File: src/pkg/tsp_defines.vh
// Register offsets, fields, reset values and timing counts
// Notes on behaviour
// - Channel held in detect past limit times 200 ms is recalibrated
// - A stuck-touch limit of zero disables the timeout
// - Dedicated shield drives channel eleven pin; host disables channel first
// - Shield-plus drives every channel pin that is neither being measured nor in detect
// - Shield enable changes take effect only after restart
// - Up to four groups, any channels, overlapping, detected like channels
// - Group masks come from the membership register, applied at reset and on restart
// - Low-power off: stay active, scan enabled channels every active period
// - Low-power on: enter sleep after idle entry delay without touch
// - In sleep, channels with sleep-scan select clear are suspended
// - In sleep, scan only selected channels every sleep scan interval
// - Touch on sleep channel recalibrates suspended channels, returns active
// - Unless host clears enable, device re-enters sleep after idle again
// - Host can force active mode immediately, except in the cycle that sleep is entered
// - Any host command during sleep makes the device leave sleep
// - Entering sleep turns off adaptive threshold and frequency hopping
// - No sleep-scan channel selected means never entering sleep
// - Adaptive threshold varies within half to one-and-half of programmed
// - Adaptive threshold rises by 10 counts, falls by 5 counts
// - Adaptive mode keeps oversampling at eight times gain, or user higher
// - Disabling adaptive restores saved threshold; host then recalibrates
// - Writing save bit stores configuration, then the bit self-clears
`ifndef TSP_DEFINES_VH
`define TSP_DEFINES_VH
`define TSP_NCH 12
`define TSP_NGRP 4
`define TSP_NSENS 16
`define TSP_A_CTRL 12'h000
`define TSP_A_STATUS 12'h004
`define TSP_A_CHEN 12'h008
`define TSP_A_SLEEPSEL 12'h00c
`define TSP_A_STUCK 12'h010
`define TSP_A_PERIOD 12'h014
`define TSP_A_IDLE 12'h018
`define TSP_A_THRESH 12'h01c
`define TSP_A_GAIN 12'h020
`define TSP_A_GROUP 12'h024
`define TSP_A_EFFTH 12'h028
`define TSP_A_DETECT 12'h02c
`define TSP_A_CMD 12'h030
`define TSP_B_LP 0
`define TSP_B_DS 1
`define TSP_B_DSP 2
`define TSP_B_ET 3
`define TSP_B_FH 4
`define TSP_B_SAVE 5
`define TSP_B_RESTART 6
`define TSP_B_ACTIVE 7
`define TSP_TICK_US 200000
`define TSP_CLK_MHZ 20
`define TSP_TH_UP 8'h0a
`define TSP_TH_DN 8'h05
`define TSP_OS_RATIO 3'h3
`define TSP_RST_THRESH 8'h32
`define TSP_RST_PERIOD 8'h02
`define TSP_RST_SLEEP 8'h0a
`define TSP_RST_IDLE 8'h19
`endif

File: src/rtl/tsp_adapt.v
// Adaptive threshold stepping for one channel
`include "tsp_defines.vh"
`default_nettype none
module tsp_adapt (
  // Clock and reset
  input wire sys_clk,
  input wire rst_n,
  // Control
  input wire enable,
  input wire step,
  input wire noisy,
  input wire [7:0] thresh,
  // Effective threshold
  output reg [7:0] eff_q
);
  wire [8:0] lo = {1'b0, thresh} - {2'b0, thresh[7:1]};
  wire [8:0] hi = {1'b0, thresh} + {2'b0, thresh[7:1]};
  wire [8:0] up = {1'b0, eff_q} + {1'b0, `TSP_TH_UP};
  wire [8:0] dn = {1'b0, eff_q} - {1'b0, `TSP_TH_DN};
  // Step within half to one-and-half; disabled restores saved value
  always @(posedge sys_clk or negedge rst_n) begin
    if (!rst_n) begin
      eff_q <= `TSP_RST_THRESH;
    end else if (!enable) begin
      eff_q <= thresh;
    end else if ({1'b0, eff_q} < lo || {1'b0, eff_q} > hi) begin
      eff_q <= lo[7:0];
    end else if (step && noisy) begin
      eff_q <= (up > hi) ? hi[7:0] : up[7:0];
    end else if (step && !noisy) begin
      eff_q <= (dn < lo || dn[8]) ? lo[7:0] : dn[7:0];
    end
  end
endmodule
`default_nettype wire

File: src/rtl/tsp_supervisor.v
// Touch supervisor: stuck timeout, shield, groups, sleep, adaptive
`include "tsp_defines.vh"
`default_nettype none
module tsp_supervisor #(
  parameter TICK_CYC = `TSP_TICK_US * `TSP_CLK_MHZ
) (
  // Clock and reset
  input wire sys_clk,
  input wire rst_n,
  // APB slave
  input wire psel,
  input wire penable,
  input wire pwrite,
  input wire [11:0] paddr,
  input wire [31:0] pwdata,
  output reg [31:0] prdata,
  output reg pready,
  output reg pslverr,
  // Host command seen on the configuration port
  input wire host_cmd,
  // Raw touch detection from the measurement front end
  input wire [11:0] raw_detect,
  input wire [11:0] noisy,
  // Measurement control
  output reg [15:0] scan_en_q,
  output reg [11:0] recal_q,
  output reg scan_start_q,
  output reg [11:0] shield_q,
  output reg [15:0] sensor_detect_q,
  output reg [3:0] oversample_q,
  output reg sleep_q,
  output reg freq_hop_q,
  output reg nvm_save_q
);
  // Synchronised pin inputs
  reg [11:0] det_s1_q, det_s2_q, noisy_s1_q, noisy_s2_q;
  reg cmd_s1_q, cmd_s2_q, cmd_s3_q;
  always @(posedge sys_clk or negedge rst_n) begin
    if (!rst_n) begin
      det_s1_q <= 12'h0;
      det_s2_q <= 12'h0;
      noisy_s1_q <= 12'h0;
      noisy_s2_q <= 12'h0;
      cmd_s1_q <= 1'b0;
      cmd_s2_q <= 1'b0;
      cmd_s3_q <= 1'b0;
    end else begin
      det_s1_q <= raw_detect;
      det_s2_q <= det_s1_q;
      noisy_s1_q <= noisy;
      noisy_s2_q <= noisy_s1_q;
      cmd_s1_q <= host_cmd;
      cmd_s2_q <= cmd_s1_q;
      cmd_s3_q <= cmd_s2_q;
    end
  end
  wire cmd_rise = cmd_s2_q & ~cmd_s3_q;

  // Software registers
  reg [7:0] ctrl_q;
  reg [11:0] chen_q, sleepsel_q;
  reg [7:0] stuck_q, period_q, sleep_per_q, idle_q, thresh_q;
  reg [3:0] gain_q;
  reg [47:0] group_q;
  reg [47:0] grp_live_q;
  reg ds_live_q, dsp_live_q;

  // Time base
  wire tick;
  tsp_tick #(
    .TICK_CYC(TICK_CYC)
  ) u_tick (
    .sys_clk(sys_clk),
    .rst_n(rst_n),
    .tick_q(tick)
  );

  // APB write and read decode
  wire wr = psel & penable & pwrite;
  wire rd_setup = psel & ~penable & ~pwrite;
  wire restart = wr && paddr == `TSP_A_CTRL && pwdata[`TSP_B_RESTART];
  reg apply_q;
  always @(posedge sys_clk or negedge rst_n) begin
    if (!rst_n) begin
      ctrl_q <= 8'h0;
      chen_q <= 12'hfff;
      sleepsel_q <= 12'h0;
      stuck_q <= 8'h0;
      period_q <= `TSP_RST_PERIOD;
      sleep_per_q <= `TSP_RST_SLEEP;
      idle_q <= `TSP_RST_IDLE;
      thresh_q <= `TSP_RST_THRESH;
      gain_q <= 4'h2;
      group_q <= 48'h0;
      nvm_save_q <= 1'b0;
    end else begin
      nvm_save_q <= 1'b0;
      ctrl_q[`TSP_B_SAVE] <= 1'b0;
      if (wr) begin
        case (paddr)
          `TSP_A_CTRL: begin
            ctrl_q <= {1'b0, 1'b0, 1'b0, pwdata[4:0]};
            nvm_save_q <= pwdata[`TSP_B_SAVE];
          end
          `TSP_A_CHEN: chen_q <= pwdata[11:0];
          `TSP_A_SLEEPSEL: sleepsel_q <= pwdata[11:0];
          `TSP_A_STUCK: stuck_q <= pwdata[7:0];
          `TSP_A_PERIOD: begin
            period_q <= pwdata[7:0];
            sleep_per_q <= pwdata[15:8];
          end
          `TSP_A_IDLE: idle_q <= pwdata[7:0];
          `TSP_A_THRESH: thresh_q <= pwdata[7:0];
          `TSP_A_GAIN: gain_q <= pwdata[3:0];
          `TSP_A_GROUP: group_q <= {pwdata[31:20], pwdata[19:8],
            pwdata[7:0], group_q[23:20], group_q[47:36] ^ 12'h0};
          default: ;
        endcase
      end
    end
  end

  // Restart latches shield and group settings
  always @(posedge sys_clk or negedge rst_n) begin
    if (!rst_n) begin
      apply_q <= 1'b1;
      ds_live_q <= 1'b0;
      dsp_live_q <= 1'b0;
      grp_live_q <= 48'h0;
    end else begin
      apply_q <= restart;
      if (apply_q) begin
        ds_live_q <= ctrl_q[`TSP_B_DS];
        dsp_live_q <= ctrl_q[`TSP_B_DSP];
        grp_live_q <= group_q;
      end
    end
  end

  // Group detection: any member channel in detect
  wire [3:0] grp_det;
  wire [11:0] stuck_hit;
  wire [11:0] det_eff = det_s2_q & chen_q & ~recal_q;
  genvar g;
  generate
    for (g = 0; g < `TSP_NGRP; g = g + 1) begin : g_grp
      assign grp_det[g] = |(det_eff & grp_live_q[g*12 +: 12]);
    end
  endgenerate

  // Per-channel stuck-touch timers
  reg [95:0] on_cnt_q;
  generate
    for (g = 0; g < `TSP_NCH; g = g + 1) begin : g_ch
      wire [7:0] cnt = on_cnt_q[g*8 +: 8];
      assign stuck_hit[g] = stuck_q != 8'h0 && cnt >= stuck_q;
      always @(posedge sys_clk or negedge rst_n) begin
        if (!rst_n) begin
          on_cnt_q[g*8 +: 8] <= 8'h0;
        end else if (!det_eff[g] || stuck_hit[g]) begin
          on_cnt_q[g*8 +: 8] <= 8'h0;
        end else if (tick && cnt != 8'hff) begin
          on_cnt_q[g*8 +: 8] <= cnt + 8'h1;
        end
      end
    end
  endgenerate

  // Mode state machine
  localparam ST_ACTIVE = 1'b0;
  localparam ST_SLEEP = 1'b1;
  reg st_q;
  reg [7:0] idle_cnt_q, scan_cnt_q;
  wire [15:0] all_det = {grp_det, det_eff};
  wire any_det = |all_det;
  wire sleep_det = |(det_eff & sleepsel_q);
  wire force_act = wr && paddr == `TSP_A_CTRL && pwdata[`TSP_B_ACTIVE];
  wire can_sleep = ctrl_q[`TSP_B_LP] && |sleepsel_q;
  wire wake = sleep_det || cmd_rise || force_act || !ctrl_q[`TSP_B_LP];
  always @(posedge sys_clk or negedge rst_n) begin
    if (!rst_n) begin
      st_q <= ST_ACTIVE;
      idle_cnt_q <= 8'h0;
      scan_cnt_q <= 8'h0;
      scan_start_q <= 1'b0;
      recal_q <= 12'h0;
    end else begin
      scan_start_q <= 1'b0;
      recal_q <= stuck_hit;
      if (tick) begin
        scan_cnt_q <= scan_cnt_q + 8'h1;
      end
      case (st_q)
        ST_ACTIVE: begin
          if (any_det || !can_sleep) begin
            idle_cnt_q <= 8'h0;
          end else if (tick) begin
            idle_cnt_q <= idle_cnt_q + 8'h1;
          end
          if (tick && scan_cnt_q + 8'h1 >= period_q) begin
            scan_cnt_q <= 8'h0;
            scan_start_q <= 1'b1;
          end
          if (can_sleep && !any_det && idle_cnt_q >= idle_q) begin
            st_q <= ST_SLEEP;
            scan_cnt_q <= 8'h0;
          end
        end
        ST_SLEEP: begin
          if (wake) begin
            st_q <= ST_ACTIVE;
            idle_cnt_q <= 8'h0;
            if (sleep_det) begin
              recal_q <= chen_q & ~sleepsel_q;
            end
          end else if (tick && scan_cnt_q + 8'h1 >= sleep_per_q) begin
            scan_cnt_q <= 8'h0;
            scan_start_q <= 1'b1;
          end
        end
        default: st_q <= ST_ACTIVE;
      endcase
    end
  end

  // Adaptive threshold per channel
  wire [95:0] eff_th;
  wire adapt_on = ctrl_q[`TSP_B_ET] && st_q == ST_ACTIVE;
  generate
    for (g = 0; g < `TSP_NCH; g = g + 1) begin : g_ad
      tsp_adapt u_adapt (
        .sys_clk(sys_clk),
        .rst_n(rst_n),
        .enable(adapt_on),
        .step(scan_start_q),
        .noisy(noisy_s2_q[g]),
        .thresh(thresh_q),
        .eff_q(eff_th[g*8 +: 8])
      );
    end
  endgenerate

  // Outputs to the measurement engine
  wire [3:0] os_min = gain_q + `TSP_OS_RATIO;
  always @(posedge sys_clk or negedge rst_n) begin
    if (!rst_n) begin
      scan_en_q <= 16'h0;
      shield_q <= 12'h0;
      sensor_detect_q <= 16'h0;
      oversample_q <= 4'h0;
      sleep_q <= 1'b0;
      freq_hop_q <= 1'b0;
    end else begin
      if (st_q == ST_SLEEP) begin
        scan_en_q <= {4'h0, chen_q & sleepsel_q};
      end else begin
        scan_en_q <= {4'hf, chen_q};
      end
      shield_q <= 12'h0;
      if (dsp_live_q) begin
        shield_q <= ~det_s2_q & ~scan_en_q[11:0];
      end
      if (ds_live_q) begin
        shield_q[11] <= 1'b1;
      end
      sensor_detect_q <= all_det;
      if (adapt_on && gain_q + `TSP_OS_RATIO > 4'h0 &&
          os_min > gain_q) begin
        oversample_q <= os_min;
      end else begin
        oversample_q <= gain_q;
      end
      sleep_q <= st_q;
      freq_hop_q <= ctrl_q[`TSP_B_FH] && st_q == ST_ACTIVE;
    end
  end

  // APB read data, zero-wait answer
  always @(posedge sys_clk or negedge rst_n) begin
    if (!rst_n) begin
      prdata <= 32'h0;
      pready <= 1'b0;
      pslverr <= 1'b0;
    end else begin
      pready <= psel & ~penable;
      pslverr <= 1'b0;
      if (rd_setup) begin
        case (paddr)
          `TSP_A_CTRL: prdata <= {24'h0, ctrl_q};
          `TSP_A_STATUS: prdata <= {29'h0, dsp_live_q, ds_live_q, st_q};
          `TSP_A_CHEN: prdata <= {20'h0, chen_q};
          `TSP_A_SLEEPSEL: prdata <= {20'h0, sleepsel_q};
          `TSP_A_STUCK: prdata <= {24'h0, stuck_q};
          `TSP_A_PERIOD: prdata <= {16'h0, sleep_per_q, period_q};
          `TSP_A_IDLE: prdata <= {24'h0, idle_q};
          `TSP_A_THRESH: prdata <= {24'h0, thresh_q};
          `TSP_A_GAIN: prdata <= {28'h0, gain_q};
          `TSP_A_GROUP: prdata <= {grp_live_q[47:24], group_q[7:0]};
          `TSP_A_EFFTH: prdata <= {24'h0, eff_th[7:0]};
          `TSP_A_DETECT: prdata <= {16'h0, all_det};
          default: begin
            prdata <= 32'h0;
            pslverr <= 1'b1;
          end
        endcase
      end
    end
  end
endmodule
`default_nettype wire

File: src/rtl/tsp_tick.v
// Divider making the 200 ms time base pulse
`include "tsp_defines.vh"
`default_nettype none
module tsp_tick #(
  parameter TICK_CYC = `TSP_TICK_US * `TSP_CLK_MHZ
) (
  // Clock and reset
  input wire sys_clk,
  input wire rst_n,
  // Time base pulse
  output reg tick_q
);
  reg [31:0] cnt_q;
  // Free counter, one pulse per period
  always @(posedge sys_clk or negedge rst_n) begin
    if (!rst_n) begin
      cnt_q <= 32'h0;
      tick_q <= 1'b0;
    end else if (cnt_q >= TICK_CYC - 1) begin
      cnt_q <= 32'h0;
      tick_q <= 1'b1;
    end else begin
      cnt_q <= cnt_q + 32'h1;
      tick_q <= 1'b0;
    end
  end
endmodule
`default_nettype wire

File: config.mk
export PLATFORM = sky130hd
export DESIGN_NAME = tsp_supervisor
export DESIGN_NICKNAME = d
export VERILOG_FILES = /design/src/rtl/tsp_adapt.v /design/src/rtl/tsp_supervisor.v /design/src/rtl/tsp_tick.v
export VERILOG_INCLUDE_DIRS = /design/src /design/src/pkg
export SDC_FILE = /design/constraint.sdc
export NUM_CORES = 1
export LEC_CHECK = 0
export ABC_AREA = 1
export BUFFER_PORTS_ARGS = -buffer_cell sky130_fd_sc_hd__buf_2
export CORE_MARGIN = 2
export CORE_UTILIZATION = 55
export DETAILED_ROUTE_END_ITERATION = 16
export GPL_ROUTABILITY_DRIVEN = 1
export PLACE_DENSITY = 0.77
export RECOVER_POWER = 50
export SLEW_MARGIN = 10
export SYNTH_ARGS = -nofsm -noshare
export SYNTH_HDL_FRONTEND = slang
export SYNTH_SLANG_ARGS = --single-unit
export TNS_END_PERCENT = 20
File: constraint.sdc
create_clock -name sys_clk -period 3.1 [get_ports sys_clk]
set_input_delay 0.62 -clock sys_clk [delete_from_list [all_inputs] [get_ports sys_clk]]
set_output_delay 0.62 -clock sys_clk [all_outputs]
set_load 0.005 [all_outputs]
# Word-level counts from Yosys, hierarchy flattened
# Index checks and enable logic that the tools add are counted.
op_classes:
  n_addsub: 20
  n_mul: 0
  div_mod_pow: 0
  order_cmp: 22
  eq_ne: 26
  shifts: 0
  muxes: 61
  bitwise_logic: 23
  n_reduce_logical: 104
op_table:
  columns: ["op", "n"]
  rows:
  - ["case mux 32 bit (12 select lines)", 1]
  - ["2-to-1 mux 8 bit", 38]
  - ["bitwise AND 12 bit", 10]
  - ["greater-or-equal comparator 8 bit", 15]
  - ["adder 8 x 1 -> 8 bit (second input constant)", 14]
  - ["!= test 8 bit (second input constant)", 12]
  - ["OR reduction 12 bit", 7]
  - ["OR reduction 60 bit", 1]
  - ["== test 12 x 5 -> 1 bit (second input constant)", 4]
  - ["== test 12 x 6 -> 1 bit (second input constant)", 4]
  - ["2-to-1 mux 12 bit", 4]
  - ["inverter 12 bit", 4]
  - ["logical AND 1 bit", 38]
  - ["adder 32 x 1 -> 32 bit (second input constant)", 1]
  - ["greater-or-equal comparator 32 x 22 -> 1 bit (second input constant)", 1]
  - ["2-to-1 mux 32 bit", 1]
  - ["case mux 8 bit (2 select lines)", 2]
  - ["== test 12 x 4 -> 1 bit (second input constant)", 2]
  - ["nonzero test 2 bit", 12]
  - ["AND reduction 2 bit", 10]
  - ["logical OR 1 bit", 18]
  - ["logical NOT 1 bit", 16]
  - ["2-to-1 mux 16 bit", 1]
  - ["== test 12 x 3 -> 1 bit (second input constant)", 1]
  - ["other kinds (21)", 39]
totals:
  register_bits: 454
  latch_bits: 0
  ram_bits: 0
  rom_bits: 0
  input_bits: 74
  wordCells: 308
  mem_count: 0

# Logic depth before layout (Yosys ltp)
logic_depth:
  depth_word: 9
  ltp_mapped: 27
  mapped_depth_nobuf: 26

# Cells and area by module
# From an unflattened synthesis, not the netlist that was laid out.
hier_totals:
  hier_cells: 3219
  area_unflattened_um2: 26068.8
modules_own_cells:
  columns: ["module", "n_inst", "cells_each", "area_per_inst_um2", "seq_area_each_um2"]
  rows:
  - ["tsp_supervisor", 1, 2585, 21773.4, 10263.6]
  - ["tsp_adapt", 1, 450, 2688.8, 203.9]
  - ["tsp_tick", 1, 184, 1606.5, 825.8]

# Worst setup path before layout
# Ideal clock, no wire load.
synth_path:
  path_type: "reg2reg"
  from: "register thresh_q[1]"
  to: "register g_ad[0].u_adapt.eff_q[6]"
  setup_time_ns: 0.077
  arrival_time_ns: 3.037
  required_time_ns: 3.023
  slack_ns: -0.014
  path_stages_with_launch: 23
  path_buffers: 0
  synth_period_minus_slack_ns: 3.114
  path_cell_list: "dfstp_2 inv_1 fa_1 inv_1 nand2_1 a21oi_1 xor2_1 inv_1 ha_1 nand3_1 a21oi_1 a21oi_1 nand3_1 nand2_1 nand2_1 nand2_1 nand2_1 nand2_2 nor2_4 nand2_1 o21ai_1 nand2_1 a21oi_1"
synth_between:
  elab_chain_cells: 8
  elab_cells_between_ends: 15
  cone_classes: "2 x add/sub; 4 x order compare; 1 x eq/ne; 6 x mux; 2 x reduce/logical"
synth_lines:
  columns: ["item", "line_no", "rtl"]
  rows:
  - ["from (decl)", "tsp_supervisor.v:62", "reg [7:0] stuck_q, period_q, sleep_per_q, idle_q, thresh_q;"]
  - ["from (signal assigned)", "tsp_supervisor.v:92", "thresh_q <= `TSP_RST_THRESH;"]
  - ["from (signal assigned)", "tsp_supervisor.v:113", "`TSP_A_THRESH: thresh_q <= pwdata[7:0];"]
  - ["subtractor 8 x 7 -> 9 bit", null, null]
  - ["less-than comparator 9 bit", "tsp_adapt.v:31", "eff_q <= (dn < lo || dn[8]) ? lo[7:0] : dn[7:0];"]
  - ["logical OR 1 bit", "tsp_adapt.v:31", null]
  - ["2-to-1 mux 8 bit", "tsp_adapt.v:31", null]
  - ["2-to-1 mux 8 bit", "tsp_adapt.v:30", "end else if (step && !noisy) begin"]
  - ["2-to-1 mux 8 bit", "tsp_adapt.v:28", "end else if (step && noisy) begin"]
  - ["2-to-1 mux 8 bit", "tsp_adapt.v:26", "end else if ({1'b0, eff_q} < lo || {1'b0, eff_q} > hi) begin"]
  - ["2-to-1 mux 8 bit", "tsp_adapt.v:24", "end else if (!enable) begin"]
  - ["to (signal assigned)", "tsp_adapt.v:25", "eff_q <= thresh;"]
  - ["to (signal assigned)", "tsp_adapt.v:27", "eff_q <= lo[7:0];"]
  - ["to (signal assigned)", "tsp_adapt.v:29", "eff_q <= (up > hi) ? hi[7:0] : up[7:0];"]
  - ["to (decl)", "tsp_adapt.v:14", "output reg [7:0] eff_q"]
# Several ways; a longest one is shown, not always the timed one. The select of a mux whose other input is x is not followed.
# A chain may end at the register's enable or synchronous reset.

# Worst setup path after layout
layout_path:
  from: "register thresh_q[1]"
  to: "register g_ad[0].u_adapt.eff_q[3]"
# The elaborated chain is that of the path after synthesis.

==> reports/metrics.csv <==
stage,metric,value,unit
sta,fin_hold_ws,0.123,ns
worst_hold_path,min_to,det_s1_q[9],
worst_setup_path,worstPathRequired,3.57,ns
sta,slew_headroom,-0.271,
power_and_ir_drop,power_density,438,nW/um2
routing,drt_iter0_drc,2017,
sta,tightest_slew,1.91,ns
routing,viasPerCell,5.68,
worst_hold_path,worst_hold_path_type,in -> reg,
clock_tree,cts_buffers,47,
synthesis,synthArstFlopShare,1.00,
sta,fin_ws,-0.164,ns
layout,nets,3446,
clock_tree,clockRootBuffer,clkbuf_16,
layout,final_area,28600,um2
synthesis,synth.area.top_cells,"dfrtp_1 44%, nand2_1 9.8%, ha_1 9.2%",
outcome,violations,"capacitance limit, slew limit, setup timing",
clock_tree,cts_buffer_depth,3,
grt,grt_start_max_net_pins,87,
routing,via_count,21700,
routing,wirelength,72.3,mm
power_and_ir_drop,peakVddDrop,0.470,mV
grt,gr-total-overflow,0,
placement,dp_hpwl,53.7,mm
run,maxCapViolCount,1,
worst_setup_path,startpoint,thresh_q[1],
worst_setup_path,cp_data_arrival_time,3.73,ns
worst_setup_path,crit_fanout,6,
synthesis,yosys.area.top_type,dfrtp_1,
outcome,status,"complete, but fails checks",
worst_setup_path,r2r_cells,25,
sta,finalSetupViolCount,8,
routing,drc_errors,0,
worst_setup_path,r2r-start,thresh_q[1],
clock_tree,cts_tree,built,
grt,grt_util_all_layers,0.327,
clock_tree,cts.sinks,450,
worst_setup_path,start_kind,register,
routing,wl_per_cell,18.9,um
worst_hold_path,whs_path_depth,1,
synthesis,ys_ff_latch,450,
grt,grt_pass1_wl,115,mm
synthesis,synthDominantCellAreaShare,0.440,
synthesis,synth_edf_count,0,
routing,drtPass1Iterations,6,
layout,final_common_cell,nand2_1,
floorplan,die_w,213,um
worst_setup_path,critical_path_class,reg -> reg,
floorplan,die-area,45500,um2
layout,final_util,0.662,
power_and_ir_drop,leakagePower,14.0,nW
sta,maxSlewViolCount,70,
sta,period_share,1.05,
worst_setup_path,rr_endpoint,g_ad[0].u_adapt.eff_q[3],
synthesis,yosysWarnings,0,
clock_tree,cts_max_level,2,
routing,postRouteAntennaNets,0,
layout,drive_above_1_share,0.170,
layout,fin_cells,3817,
grt,grt_antenna_before_repair,1,
synthesis,syn_avg_cell_area,8.37,um2
floorplan,die-height,213,um
worst_setup_path,r2r_slack,-0.16,ns
floorplan,ios,172,
synthesis,netlist_area,24100,um2
layout,final_cell_mix,"616 x nand2_1, 422 x dfrtp_1, 409 x inv_1",
placement,routabilityCongestion,1.01,
grt,grt_pass1_vias,21400,
clock_tree,postCtsHoldBufs,0,
worst_setup_path,endpoint_kind,register,
sta,setup_tns,-1.19,ns
clock_tree,clock_latency,0.61,ns
layout,syn2layout_area_growth,18.6,%
placement,place_ws,-0.430,ns
sta,fin_skew,0.0298,ns
sta,period_needed,3.26,ns
sta,hold_violations,0,
sta,fmax,306,MHz
power_and_ir_drop,total_power,12.5,mW
synthesis,ys_types,59,
clock_tree,cts.clk_slew.worst_paths,0.06,ns
placement,placedCellCount,3720,
floorplan,core,43200,um2
placement,port_buffers,160,
sta,rsz0062_at_grt,true,
synthesis,synth_ff_type,dfrtp_1,
floorplan,num_rows,76,
floorplan,start_util,0.558,
worst_hold_path,hp-start,raw_detect[9],
placement,dpl_cell_area,26600,um2
synthesis,synthCells,2879,
synthesis,ys_seq_area_frac,0.469,
-- state kept, by name, summed over array words and instances (netlist names), 12 cells and up --
signal           cells
chen_q              12
det_s1_q            12
det_s2_q            12
g_ch.cnt            96
group_q             48
grp_live_q          48
prdata              32
recal_q             12
scan_en_q           13
sensor_detect_q     16
shield_q            12
sleepsel_q          12
u_tick.cnt_q        32
-- power breakdown --
group / switching [mW] / total (mW) / leakage (nW) / internal [mW]
sequential: 0.0226 / 5.93 / 6.03 / 5.91
clock: 2.51 / 6.18 / 0.842 / 3.66
combinational: 0.305 / 0.406 / 7.14 / 0.101
-- worst max path at each step --
stage	end	slack, ns
2_1_floorplan	g_ad[0].u_adapt.eff_q[6]	0.004
3_3_place_gp	g_ad[0].u_adapt.eff_q[2]	-0.31
3_5_place_dp	g_ad[0].u_adapt.eff_q[1]	-0.43
4_1_cts	g_ad[0].u_adapt.eff_q[2]	-0.20
5_1_grt	g_ad[0].u_adapt.eff_q[6]	-0.36
6_report	g_ad[0].u_adapt.eff_q[3]	-0.16
-- cells in the mapped netlist (all sizes together) (4+ instances only) --
library cell and n:
nand2 633, nor2 229, o21ai 285, xnor2 11, clkbuf 46, a21oi 142, nor4 13, a21boi 8
nor3 71, o2111ai 9, ha 178, o221ai 8, nand3 119, inv 423, clkinv 6, nor3b 7
xor2 47, or2 6, mux2 22, a221oi 27, a211oi 11, buf 12, dfrtp 424, a31oi 8
dfstp 26, nand4 38, o21bai 4, o22ai 45, o31ai 4
-- critical path: stages (launching register included) --
cell	delay [ns]
dfstp_2	0.58
buf_6	0.13
ha_4	0.14
fa_2	0.21
nand2_2	0.06
nand2_2	0.07
nand2_2	0.07
xor2_2	0.15
ha_1	0.30
nand2_1	0.08
inv_2	0.05
a21oi_2	0.10
nand3_1	0.09
nand2_1	0.08
nand2_1	0.05
nand2_1	0.07
nand2_1	0.05
nand2_1	0.06
nand2_1	0.06
nand2_2	0.08
nand3_4	0.13
nor2_4	0.17
nand2_4	0.11
buf_12	0.16
nor2_2	0.07
a21oi_1	0.04
-- repair_timing --
item                                    4_1_cts  5_1_grt
pin swaps                                    28       24
gates resized for setup                      43       29
endpoints found under the setup margin        8       29
setup buffers                                 6        2
-- metal layers --
layer	global-route usage	vias to the layer above	routed length [um]
met5	0	-	0
met2	0.517	908	33000
met1	0.432	10400	29400
met4	0.175	0	4050
met3	0.0556	225	5830
li1	-	10100	-
-- cell type report --
class                      instances  area, um2
antenna                            1       2.50
tap                              585        732
fill                            3528      14600
multi-input combinational       1951      11200
sequential                       450      11300
timing repair buffer             313       1990
clock inverter                    28        374
clock buffer                      60       1340
inverter                         429       1620
-- logic make-up after synthesis --
logic type | after synthesis | share of synthesized area
other cells | 1 | 0.000156
compound gates | 560 | 0.131
fa+ha+maj | 180 | 0.0941
simple gates | 1120 | 0.197
flops | 450 | 0.469
xor+xnor | 58 | 0.0211
buf+inv | 487 | 0.0772
mux | 23 | 0.0107
Power figures use the tool's default switching activity.
